$ cat src/ecc_pkg.sv
package ecc_pkg;

    // Register offsets
    localparam logic [7:0] ADDR_A_CTRL_ONE = 8'h00;
    localparam logic [7:0] ADDR_A_CTRL_TWO = 8'h01;
    localparam logic [7:0] ADDR_B_CTRL_ONE = 8'h20;
    localparam logic [7:0] ADDR_B_CTRL_TWO = 8'h21;
    localparam logic [7:0] ADDR_STATUS     = 8'h30;

    // Reset values
    localparam logic [7:0] CTRL_ONE_RESET  = 8'h02;
    localparam logic [7:0] CTRL_TWO_RESET  = 8'h00;
    localparam logic [7:0] RDATA_RESET     = 8'h00;

    // First control register fields
    localparam int BIT_BACK_TO_BACK  = 5;
    localparam int BIT_PAD           = 4;
    localparam int BIT_BYPASS        = 3;
    localparam int BIT_ADAPT_FREEZE  = 2;

    // Second control register fields
    localparam int BIT_TONE_OFF      = 7;
    localparam int BIT_PHASE_IGNORE  = 6;
    localparam int BIT_NLP_OFF       = 5;
    localparam int BIT_AUTO_TONE     = 4;
    localparam int BIT_NARROWBAND    = 3;
    localparam int BIT_OFFSET_FILTER = 2;
    localparam int BIT_SEND_SILENCE  = 1;
    localparam int BIT_RECV_SILENCE  = 0;

    // Status register fields
    localparam int BIT_ST_TONE_PD    = 4;
    localparam int BIT_ST_CLEAR_B    = 3;
    localparam int BIT_ST_CLEAR_A    = 2;
    localparam int BIT_ST_ADAPT_B    = 1;
    localparam int BIT_ST_ADAPT_A    = 0;

    // 12 dB is taken as a gain of one quarter (12.04 dB), i.e. two arithmetic shifts
    localparam int ATTEN_SHIFT       = 2;

    typedef struct packed {
        logic adapt_en;
        logic coef_clr;
        logic hpf_off;
        logic nlp_off;
        logic ph_ign;
        logic nb_off;
        logic tone_auto;
        logic b2b_sel;
        logic bypass;
        logic pad;
        logic send_quiet;
        logic recv_quiet;
    } ecc_chan_type;

    function automatic ecc_chan_type ecc_decode(input logic [7:0] c1, input logic [7:0] c2);
        ecc_chan_type d;
        d.bypass   = c1[BIT_BYPASS];
        d.pad      = c1[BIT_PAD];
        d.b2b_sel  = c1[BIT_BACK_TO_BACK];
        d.coef_clr = c1[BIT_BYPASS];
        d.adapt_en = !c1[BIT_BYPASS] && !c1[BIT_ADAPT_FREEZE];
        d.hpf_off  = c2[BIT_OFFSET_FILTER];
        d.nlp_off  = c2[BIT_NLP_OFF];
        d.ph_ign   = c2[BIT_PHASE_IGNORE];
        d.nb_off   = c2[BIT_NARROWBAND];
        d.tone_auto  = c2[BIT_AUTO_TONE];
        d.send_quiet = c2[BIT_SEND_SILENCE];
        d.recv_quiet = c2[BIT_RECV_SILENCE];
        return d;
    endfunction : ecc_decode

endpackage : ecc_pkg

$ cat src/ecc_chan_if.sv
`timescale 1ns/10ps
`default_nettype none

interface ecc_chan_if;
    logic bypass;
    logic pad;
    logic send_mute;
    logic recv_mute;

    modport ctrl (
        output bypass,
        output pad,
        output send_mute,
        output recv_mute
    );

    modport path (
        input bypass,
        input pad,
        input send_mute,
        input recv_mute
    );
endinterface : ecc_chan_if

`default_nettype wire

$ cat src/ecc_path.sv
`timescale 1ns/10ps
`default_nettype none

module ecc_path #(
    parameter int          W     = 16,
    parameter logic [W-1:0] QUIET = '0
) (
    input  wire logic         ref_clk,
    input  wire logic         sys_rst,
    ecc_chan_if.path          ctl,
    input  wire logic [W-1:0] rin,
    input  wire logic [W-1:0] sin,
    input  wire logic [W-1:0] algo_sout,
    input  wire logic [W-1:0] algo_rout,
    output logic      [W-1:0] sout,
    output logic      [W-1:0] rout
);

    typedef struct packed {
        logic [W-1:0] sout;
        logic [W-1:0] rout;
    } ecc_path_state_type;

    ecc_path_state_type st_reg;
    ecc_path_state_type st_next;

    ////////////////////////////////////////////////////////////////////////////////
    always_comb begin
        st_next = st_reg;
        // Mute sits last in the path so it also silences bypassed data
        if (ctl.send_mute) begin
            st_next.sout = QUIET;
        end else if (ctl.bypass) begin
            st_next.sout = sin;
        end else begin
            st_next.sout = algo_sout;
        end
        if (ctl.recv_mute) begin
            st_next.rout = QUIET;
        end else if (ctl.bypass) begin
            st_next.rout = rin;
        end else if (ctl.pad) begin
            st_next.rout = W'($signed(algo_rout) >>> ecc_pkg::ATTEN_SHIFT);
        end else begin
            st_next.rout = algo_rout;
        end
    end

    always_ff @(posedge ref_clk) begin
        if (sys_rst) begin
            st_reg <= '0;
        end else begin
            st_reg <= st_next;
        end
    end

    assign sout = st_reg.sout;
    assign rout = st_reg.rout;
endmodule : ecc_path

`default_nettype wire

$ cat src/ecc_top.sv
// Added by the designer: the strobed register port and the register addresses.
`timescale 1ns/10ps
`default_nettype none

module ecc_top #(
    parameter int           W     = 16,
    parameter logic [W-1:0] QUIET = '0
) (
    input  wire logic              ref_clk,
    input  wire logic              sys_rst,
    input  wire logic [7:0]        reg_addr,
    input  wire logic [7:0]        reg_wdata,
    input  wire logic              reg_wr,
    input  wire logic              reg_rd,
    output logic      [7:0]        reg_rdata,
    input  wire logic [1:0][W-1:0] rin_pcm,
    input  wire logic [1:0][W-1:0] sin_pcm,
    input  wire logic [1:0][W-1:0] algo_sout,
    input  wire logic [1:0][W-1:0] algo_rout,
    output logic      [1:0][W-1:0] sout_pcm,
    output logic      [1:0][W-1:0] rout_pcm,
    output logic      [1:0]        adapt_enable,
    output logic      [1:0]        coef_clear,
    output logic      [1:0]        offset_filter_off,
    output logic      [1:0]        nonlinear_proc_off,
    output logic      [1:0]        phase_reversal_ignore,
    output logic      [1:0]        narrowband_detector_off,
    output logic      [1:0]        automatic_tone_bypass,
    output logic      [1:0]        back_to_back_select,
    output logic                   tone_detector_powerdown
);

    typedef struct packed {
        logic [7:0]                 a_one;
        logic [7:0]                 a_two;
        logic [7:0]                 b_one;
        logic [7:0]                 b_two;
        logic [7:0]                 rdata;
        ecc_pkg::ecc_chan_type [1:0] chan;
        logic                       tone_pd;
    } ecc_state_type;

    ecc_state_type st_reg;
    ecc_state_type st_next;

    ////////////////////////////////////////////////////////////////////////////////
    // Register access

    function automatic logic [7:0] ecc_read(input ecc_state_type s, input logic [7:0] a);
        logic [7:0] v;
        v = 8'h00;
        case (a)
            ecc_pkg::ADDR_A_CTRL_ONE: v = s.a_one;
            ecc_pkg::ADDR_A_CTRL_TWO: v = s.a_two;
            ecc_pkg::ADDR_B_CTRL_ONE: v = s.b_one;
            ecc_pkg::ADDR_B_CTRL_TWO: v = s.b_two;
            ecc_pkg::ADDR_STATUS: begin
                v[ecc_pkg::BIT_ST_TONE_PD] = s.tone_pd;
                v[ecc_pkg::BIT_ST_CLEAR_B] = s.chan[1].coef_clr;
                v[ecc_pkg::BIT_ST_CLEAR_A] = s.chan[0].coef_clr;
                v[ecc_pkg::BIT_ST_ADAPT_B] = s.chan[1].adapt_en;
                v[ecc_pkg::BIT_ST_ADAPT_A] = s.chan[0].adapt_en;
            end
            default: v = 8'h00;
        endcase
        return v;
    endfunction : ecc_read

    always_comb begin
        st_next = st_reg;
        // Read data stands for one cycle only; zero otherwise
        st_next.rdata = reg_rd ? ecc_read(st_reg, reg_addr) : ecc_pkg::RDATA_RESET;
        // Reserved bits are stored as written; correct values are software's job
        if (reg_wr) begin
            case (reg_addr)
                ecc_pkg::ADDR_A_CTRL_ONE: st_next.a_one = reg_wdata;
                ecc_pkg::ADDR_A_CTRL_TWO: st_next.a_two = reg_wdata;
                ecc_pkg::ADDR_B_CTRL_ONE: st_next.b_one = reg_wdata;
                ecc_pkg::ADDR_B_CTRL_TWO: st_next.b_two = reg_wdata;
                default: st_next.a_one = st_reg.a_one;
            endcase
        end
        // Per-canceller controls, one cycle behind the registers
        st_next.chan[0] = ecc_pkg::ecc_decode(st_reg.a_one, st_reg.a_two);
        st_next.chan[1] = ecc_pkg::ecc_decode(st_reg.b_one, st_reg.b_two);
        // One canceller alone cannot shut the shared tone processors down
        st_next.tone_pd = st_reg.a_two[ecc_pkg::BIT_TONE_OFF]
                       && st_reg.b_two[ecc_pkg::BIT_TONE_OFF];
    end

    always_ff @(posedge ref_clk) begin
        if (sys_rst) begin
            st_reg       <= '0;
            st_reg.a_one <= ecc_pkg::CTRL_ONE_RESET;
            st_reg.b_one <= ecc_pkg::CTRL_ONE_RESET;
            st_reg.a_two <= ecc_pkg::CTRL_TWO_RESET;
            st_reg.b_two <= ecc_pkg::CTRL_TWO_RESET;
            st_reg.rdata <= ecc_pkg::RDATA_RESET;
        end else begin
            st_reg <= st_next;
        end
    end

    ////////////////////////////////////////////////////////////////////////////////
    // Outputs

    assign reg_rdata               = st_reg.rdata;
    assign tone_detector_powerdown = st_reg.tone_pd;

    for (genvar i = 0; i < 2; i++) begin : g_chan
        ecc_chan_if chan_if ();

        assign chan_if.bypass    = st_reg.chan[i].bypass;
        assign chan_if.pad       = st_reg.chan[i].pad;
        assign chan_if.send_mute = st_reg.chan[i].send_quiet;
        assign chan_if.recv_mute = st_reg.chan[i].recv_quiet;

        assign adapt_enable[i]            = st_reg.chan[i].adapt_en;
        assign coef_clear[i]              = st_reg.chan[i].coef_clr;
        assign offset_filter_off[i]       = st_reg.chan[i].hpf_off;
        assign nonlinear_proc_off[i]      = st_reg.chan[i].nlp_off;
        assign phase_reversal_ignore[i]   = st_reg.chan[i].ph_ign;
        assign narrowband_detector_off[i] = st_reg.chan[i].nb_off;
        assign automatic_tone_bypass[i]   = st_reg.chan[i].tone_auto;
        assign back_to_back_select[i]     = st_reg.chan[i].b2b_sel;

        ecc_path #(
            .W     (W),
            .QUIET (QUIET)
        ) u_path (
            .ref_clk   (ref_clk),
            .sys_rst   (sys_rst),
            .ctl       (chan_if.path),
            .rin       (rin_pcm[i]),
            .sin       (sin_pcm[i]),
            .algo_sout (algo_sout[i]),
            .algo_rout (algo_rout[i]),
            .sout      (sout_pcm[i]),
            .rout      (rout_pcm[i])
        );
    end
endmodule : ecc_top

`default_nettype wire

$ cat config.mk
export PLATFORM = sky130hd
export DESIGN_NAME = ecc_top
export DESIGN_NICKNAME = d
export VERILOG_FILES = /design/src/ecc_pkg.sv /design/src/ecc_chan_if.sv /design/src/ecc_path.sv /design/src/ecc_top.sv
export SDC_FILE = /design/constraint.sdc
export NUM_CORES = 1
export LEC_CHECK = 0
export BUFFER_PORTS_ARGS = -buffer_cell sky130_fd_sc_hd__buf_2
export CORE_MARGIN = 2
export CORE_UTILIZATION = 52
export CTS_BUF_LIST = sky130_fd_sc_hd__clkbuf_8
export DETAILED_ROUTE_END_ITERATION = 10
export PLACE_DENSITY = 0.84
export SETUP_SLACK_MARGIN = 0.5
export SLEW_MARGIN = 40
export SYNTH_ARGS = -nofsm -noshare
export SYNTH_HDL_FRONTEND = slang
export SYNTH_SLANG_ARGS = --single-unit
$ cat constraint.sdc
create_clock -name ref_clk -period 3.4 [get_ports ref_clk]
set_input_delay 0.34 -clock ref_clk [delete_from_list [all_inputs] [get_ports ref_clk]]
set_output_delay 0.34 -clock ref_clk [all_outputs]
set_load 0.01 [all_outputs]
==> results.txt <==
----------------------------------------------------
[Run status]
  Run status ... complete, no violations

[Setup path]
  CP endpoint kind ... primary output
  Crit path required time ... 3.06 ns
  Crit start category ... flop
  Worst setup startpoint ... g_chan[1].chan_if.bypass
  Class of the most critical setup path ... flop to primary output
  Standard cell with the maximum stage delay on the critical path ... dfxtp_2
  Worst reg2reg setup slack ... 1.89 ns
  Worst flop-to-flop path startpoint ... g_chan[0].chan_if.pad
  Endpoint of the worst-slack reg-to-reg timing path ... g_chan[0].u_path.rout[2]
  FF-to-FF path depth ... 4
  Setup crit end ... coef_clear[1]
  Worst-path cell chain ... buf_4 -> buf_2
  CP max FO ... 39
  Crit. path cell count ... 2
  Kind of cell adding the most delay to the critical path ... buffers and inverters
  Arrival time reported for the critical path endpoint ... 1.63 ns
  Number of buffer and inverter stages on the critical path ... 2
  Slowest cell delay on critical path ... 0.54 ns

[Logic synthesis]
  Area fraction in compound gates after synthesis ... 6.03%
  Fraction of the yosys area taken by sequential cells ... 49.8%
  Cell taking the most area after synthesis ... dfxtp_1
  XOR/XNOR Fraction of Synth Area ... 0%
  Proportion of synthesized area in mux cells ... 20.5%
  Count of warnings emitted by yosys ... 0
  Number of distinct library cells after synthesis ... 34
  Top-area cell type share of the netlist area ... 49.8%
  Synth Area in Adders ... 0%
  Number of nets produced by synthesis ... 679
  Post-synth top flop ... dfxtp_1
  Most common cell in the synthesized netlist ... nor2_1
  Gate count of the mapped netlist ... 531
  Top area cells in the synthesized netlist ... dfxtp_1 50%, mux2i_1 20%, nor2_1 9.7%
  Mean instance size in the synthesized netlist ... 9.61 um2
  FF+latch count, synth ... 127
  EDFF count, synth ... 0
  Basic-gate share of the synthesized area counting and, or, nand and nor cells ... 17.1%
  Synth cell count leaders ... 132 x nor2_1, 127 x dfxtp_1, 101 x mux2i_1, 36 x a21oi_1
  Share of flip-flops with an asynchronous set or reset ... 0%
  Cell area after technology mapping ... 0.00510 mm2
  Dominant combinational cell family by area after synthesis ... multiplexers

[Final layout]
  Area growth from synthesis to layout ... 28.4%
  Layout net count ... 877
  Post-layout instance count excluding filler cells ... 874
  Ant diodes ... 0
  Fraction of layout instances using a drive strength above 1 ... 37.5%
  Number of fillers in the final layout ... 755

[Timing]
  Worst hold margin ... 0.143 ns
  Number of hold-slack violations in the final timing report ... 0
  Post-Route Setup TNS ... 0 ns
  Worst slew slack as a fraction of its limit ... 46.4%
  Shortest period the worst path allows ... 1.97 ns
  Final Setup Violations ... 0
  Timing-limited maximum frequency ... 508 MHz
  Final number of max-transition violations ... 0
  Setup repair after global routing missed its margin ... no
  Layout Skew ... 0.0119 ns
  Tcrit/Tclk final ... 57.9%
  Tightest Pin Transition ... 0.798 ns

[Detailed routing]
  Antenna-violating nets left ... 0
  Post-route DRC violation count ... 0
  Vias after detailed routing ... 4434
  Per-cell via count in the routed design ... 5.07
  1st-iter DRT viols ... 183
  Final WL ... 13200 um
  Number of iterations in the first detailed-routing pass ... 5
  Average wire length per cell after detail routing ... 15.1 um

[Hold path]
  Tightest Hold Check Type ... input port to flop

[Clock tree]
  Post-cts repair resize count ... 0
  Reg clk slew, reported paths ... 0.08 ns
  TritonCTS clock tree ... built
  CTS Hold Bufs ... 0
  Maximum level of the CTS H-tree ... 4
  Root buffer cell ... clkbuf_8
  Buffers from clock root to sink, at most ... 2
  Post-CTS setup buffer count ... 0
  Number of buffers inserted during clock tree synthesis ... 17
  TritonCTS Sinks ... 127
  Clock latency of the later-clocked register in the worst-skew pair ... 0.43 ns

[GRT]
  Initial antenna violation count ... 0
  Maximum number of pins on one net before global-route repair ... 50
  Overflow left after global routing ... 0
  Vias in the first global route ... 4171
  Global-route wire length before repair ... 19600 um
  Global router's overall resource usage ... 24.3%

[Power and ir drop]
  Leak Pwr ... 3.02 nW
  Power density over cell area ... 481 mW/mm2
  Maximum VDD drop ... 260 uV

[Floorplanning]
  I/O pins ... 237
  Overall die area ... 0.0106 mm2
  Overall die height ... 103 um
  Placement Rows ... 36
  Standard cell core area ... 0.00964 mm2
  Die Span X ... 103 um
  Initial core utilization ... 52.9%

[Placement]
  Routability congestion estimate from global placement ... 0.949
  Count of buffers inserted at the top-level ports ... 236
  Instance count after placement with tap cells included ... 843
  Detailed Place HPWL ... 10100 um

[Run]
  Maximum Capacitance Violations ... 0

----------------------------------------------------
==> cell usage in the layout (no fill, tap or decap) <==
cell,Yosys,final
a211o_1,1,1
a22oi_1,2,2
nor4b_2,1,1
nor3_1,5,5
dfxtp_1,127,125
clkinv_2,0,3
mux2i_1,101,101
mux4_2,1,1
mux2_2,1,1
a32oi_1,1,1
nor2_1,132,132
nor4_4,2,2
nand4b_1,1,1
nand2b_1,5,5
o22ai_1,1,1
or3_1,3,3
clkbuf_8,0,21
a2bb2oi_1,1,1
buf_4,24,2
and4bb_2,1,1
or3_4,1,1
o21bai_1,1,1
o22a_1,3,3
a22o_1,1,1
and4_1,1,1
a21oi_1,36,36
o21ai_0,4,4
nand2_1,9,9
bufinv_16,0,3
or2_2,4,4
o2bb2ai_1,2,2
dfxtp_2,0,1
buf_2,3,236
dfxtp_4,0,1
inv_1,1,5
nor2b_1,23,23
==> power breakdown <==
part | switching, mW | leakage (nW) | internal (mW)
Combinational | 0.148 | 1.75 | 0.130
Sequential | 0.0104 | 1.04 | 1.53
Clock | 0.549 | 0.226 | 0.786
Total | 0.707 | 3.02 | 2.44
==> worst reg2reg max path, stage by stage, from the launching register on <==
cell	delay, ns
dfxtp_1	0.83
mux2i_1	0.28
nor2_1	0.06
a21oi_1	0.15
nor2_1	0.07
==> worst min-delay path by stage <==
stage	start	to	slack, ns	cells after the start
floorplan	st_reg[40]	tone_detector_powerdown	0.42	2
global placement	st_reg[42]	st_reg[42]	0.44	1
detailed placement	st_reg[56]	tone_detector_powerdown	0.45	2
CTS	algo_sout[17]	g_chan[1].u_path.sout[1]	0.12	3
global route	algo_sout[17]	g_chan[1].u_path.sout[1]	0.12	3
finish	rin_pcm[29]	g_chan[1].u_path.rout[13]	0.14	3
==> final cells by class <==
type	count	area [um2]	area share (%)
flip-flops and latches	127	2550	38.9
multi-input cells	344	2220	34.0
repair buffers	238	1200	18.3
well taps	133	166	2.54
inverters	1	3.75	0.0573
clock buffers	21	289	4.41
clock inverters	10	120	1.83
==> cells by family (layout without fill, tap and decap cells) <==
logic type | count (synthesis) | after routing
multiplexers | 103 | 103
AND/OR/NAND/NOR | 188 | 188
flip-flops | 127 | 127
buffers and inverters | 60 | 270
AO/OA/AOI/OAI | 53 | 53
==> metrics by stage <==
step	util (%)	cell area, um2	power [mW]	setup WS (ns)
6_report	67.9	6550	3.15	1.43
5_1_grt	67.9	6550	3.26	1.33
2_1_floorplan	-	5100	1.69	1.60
4_1_cts	67.9	6550	3.18	1.40
3_5_place_dp	63.7	6140	1.85	1.11
3_3_place_gp	63.7	6140	1.84	1.22
==> metal layers <==
layer  part of all wire, %  global-route usage [%]  vias up
met3                   7.1                    6.24       35
met1                    39                    27.4     2062
met2                    51                    42.7      191
li1                      -                       -     2146
met5                     0                       0        -
met4                   2.8                    11.7        0
No activity file was read; power rests on OpenSTA's default activity.
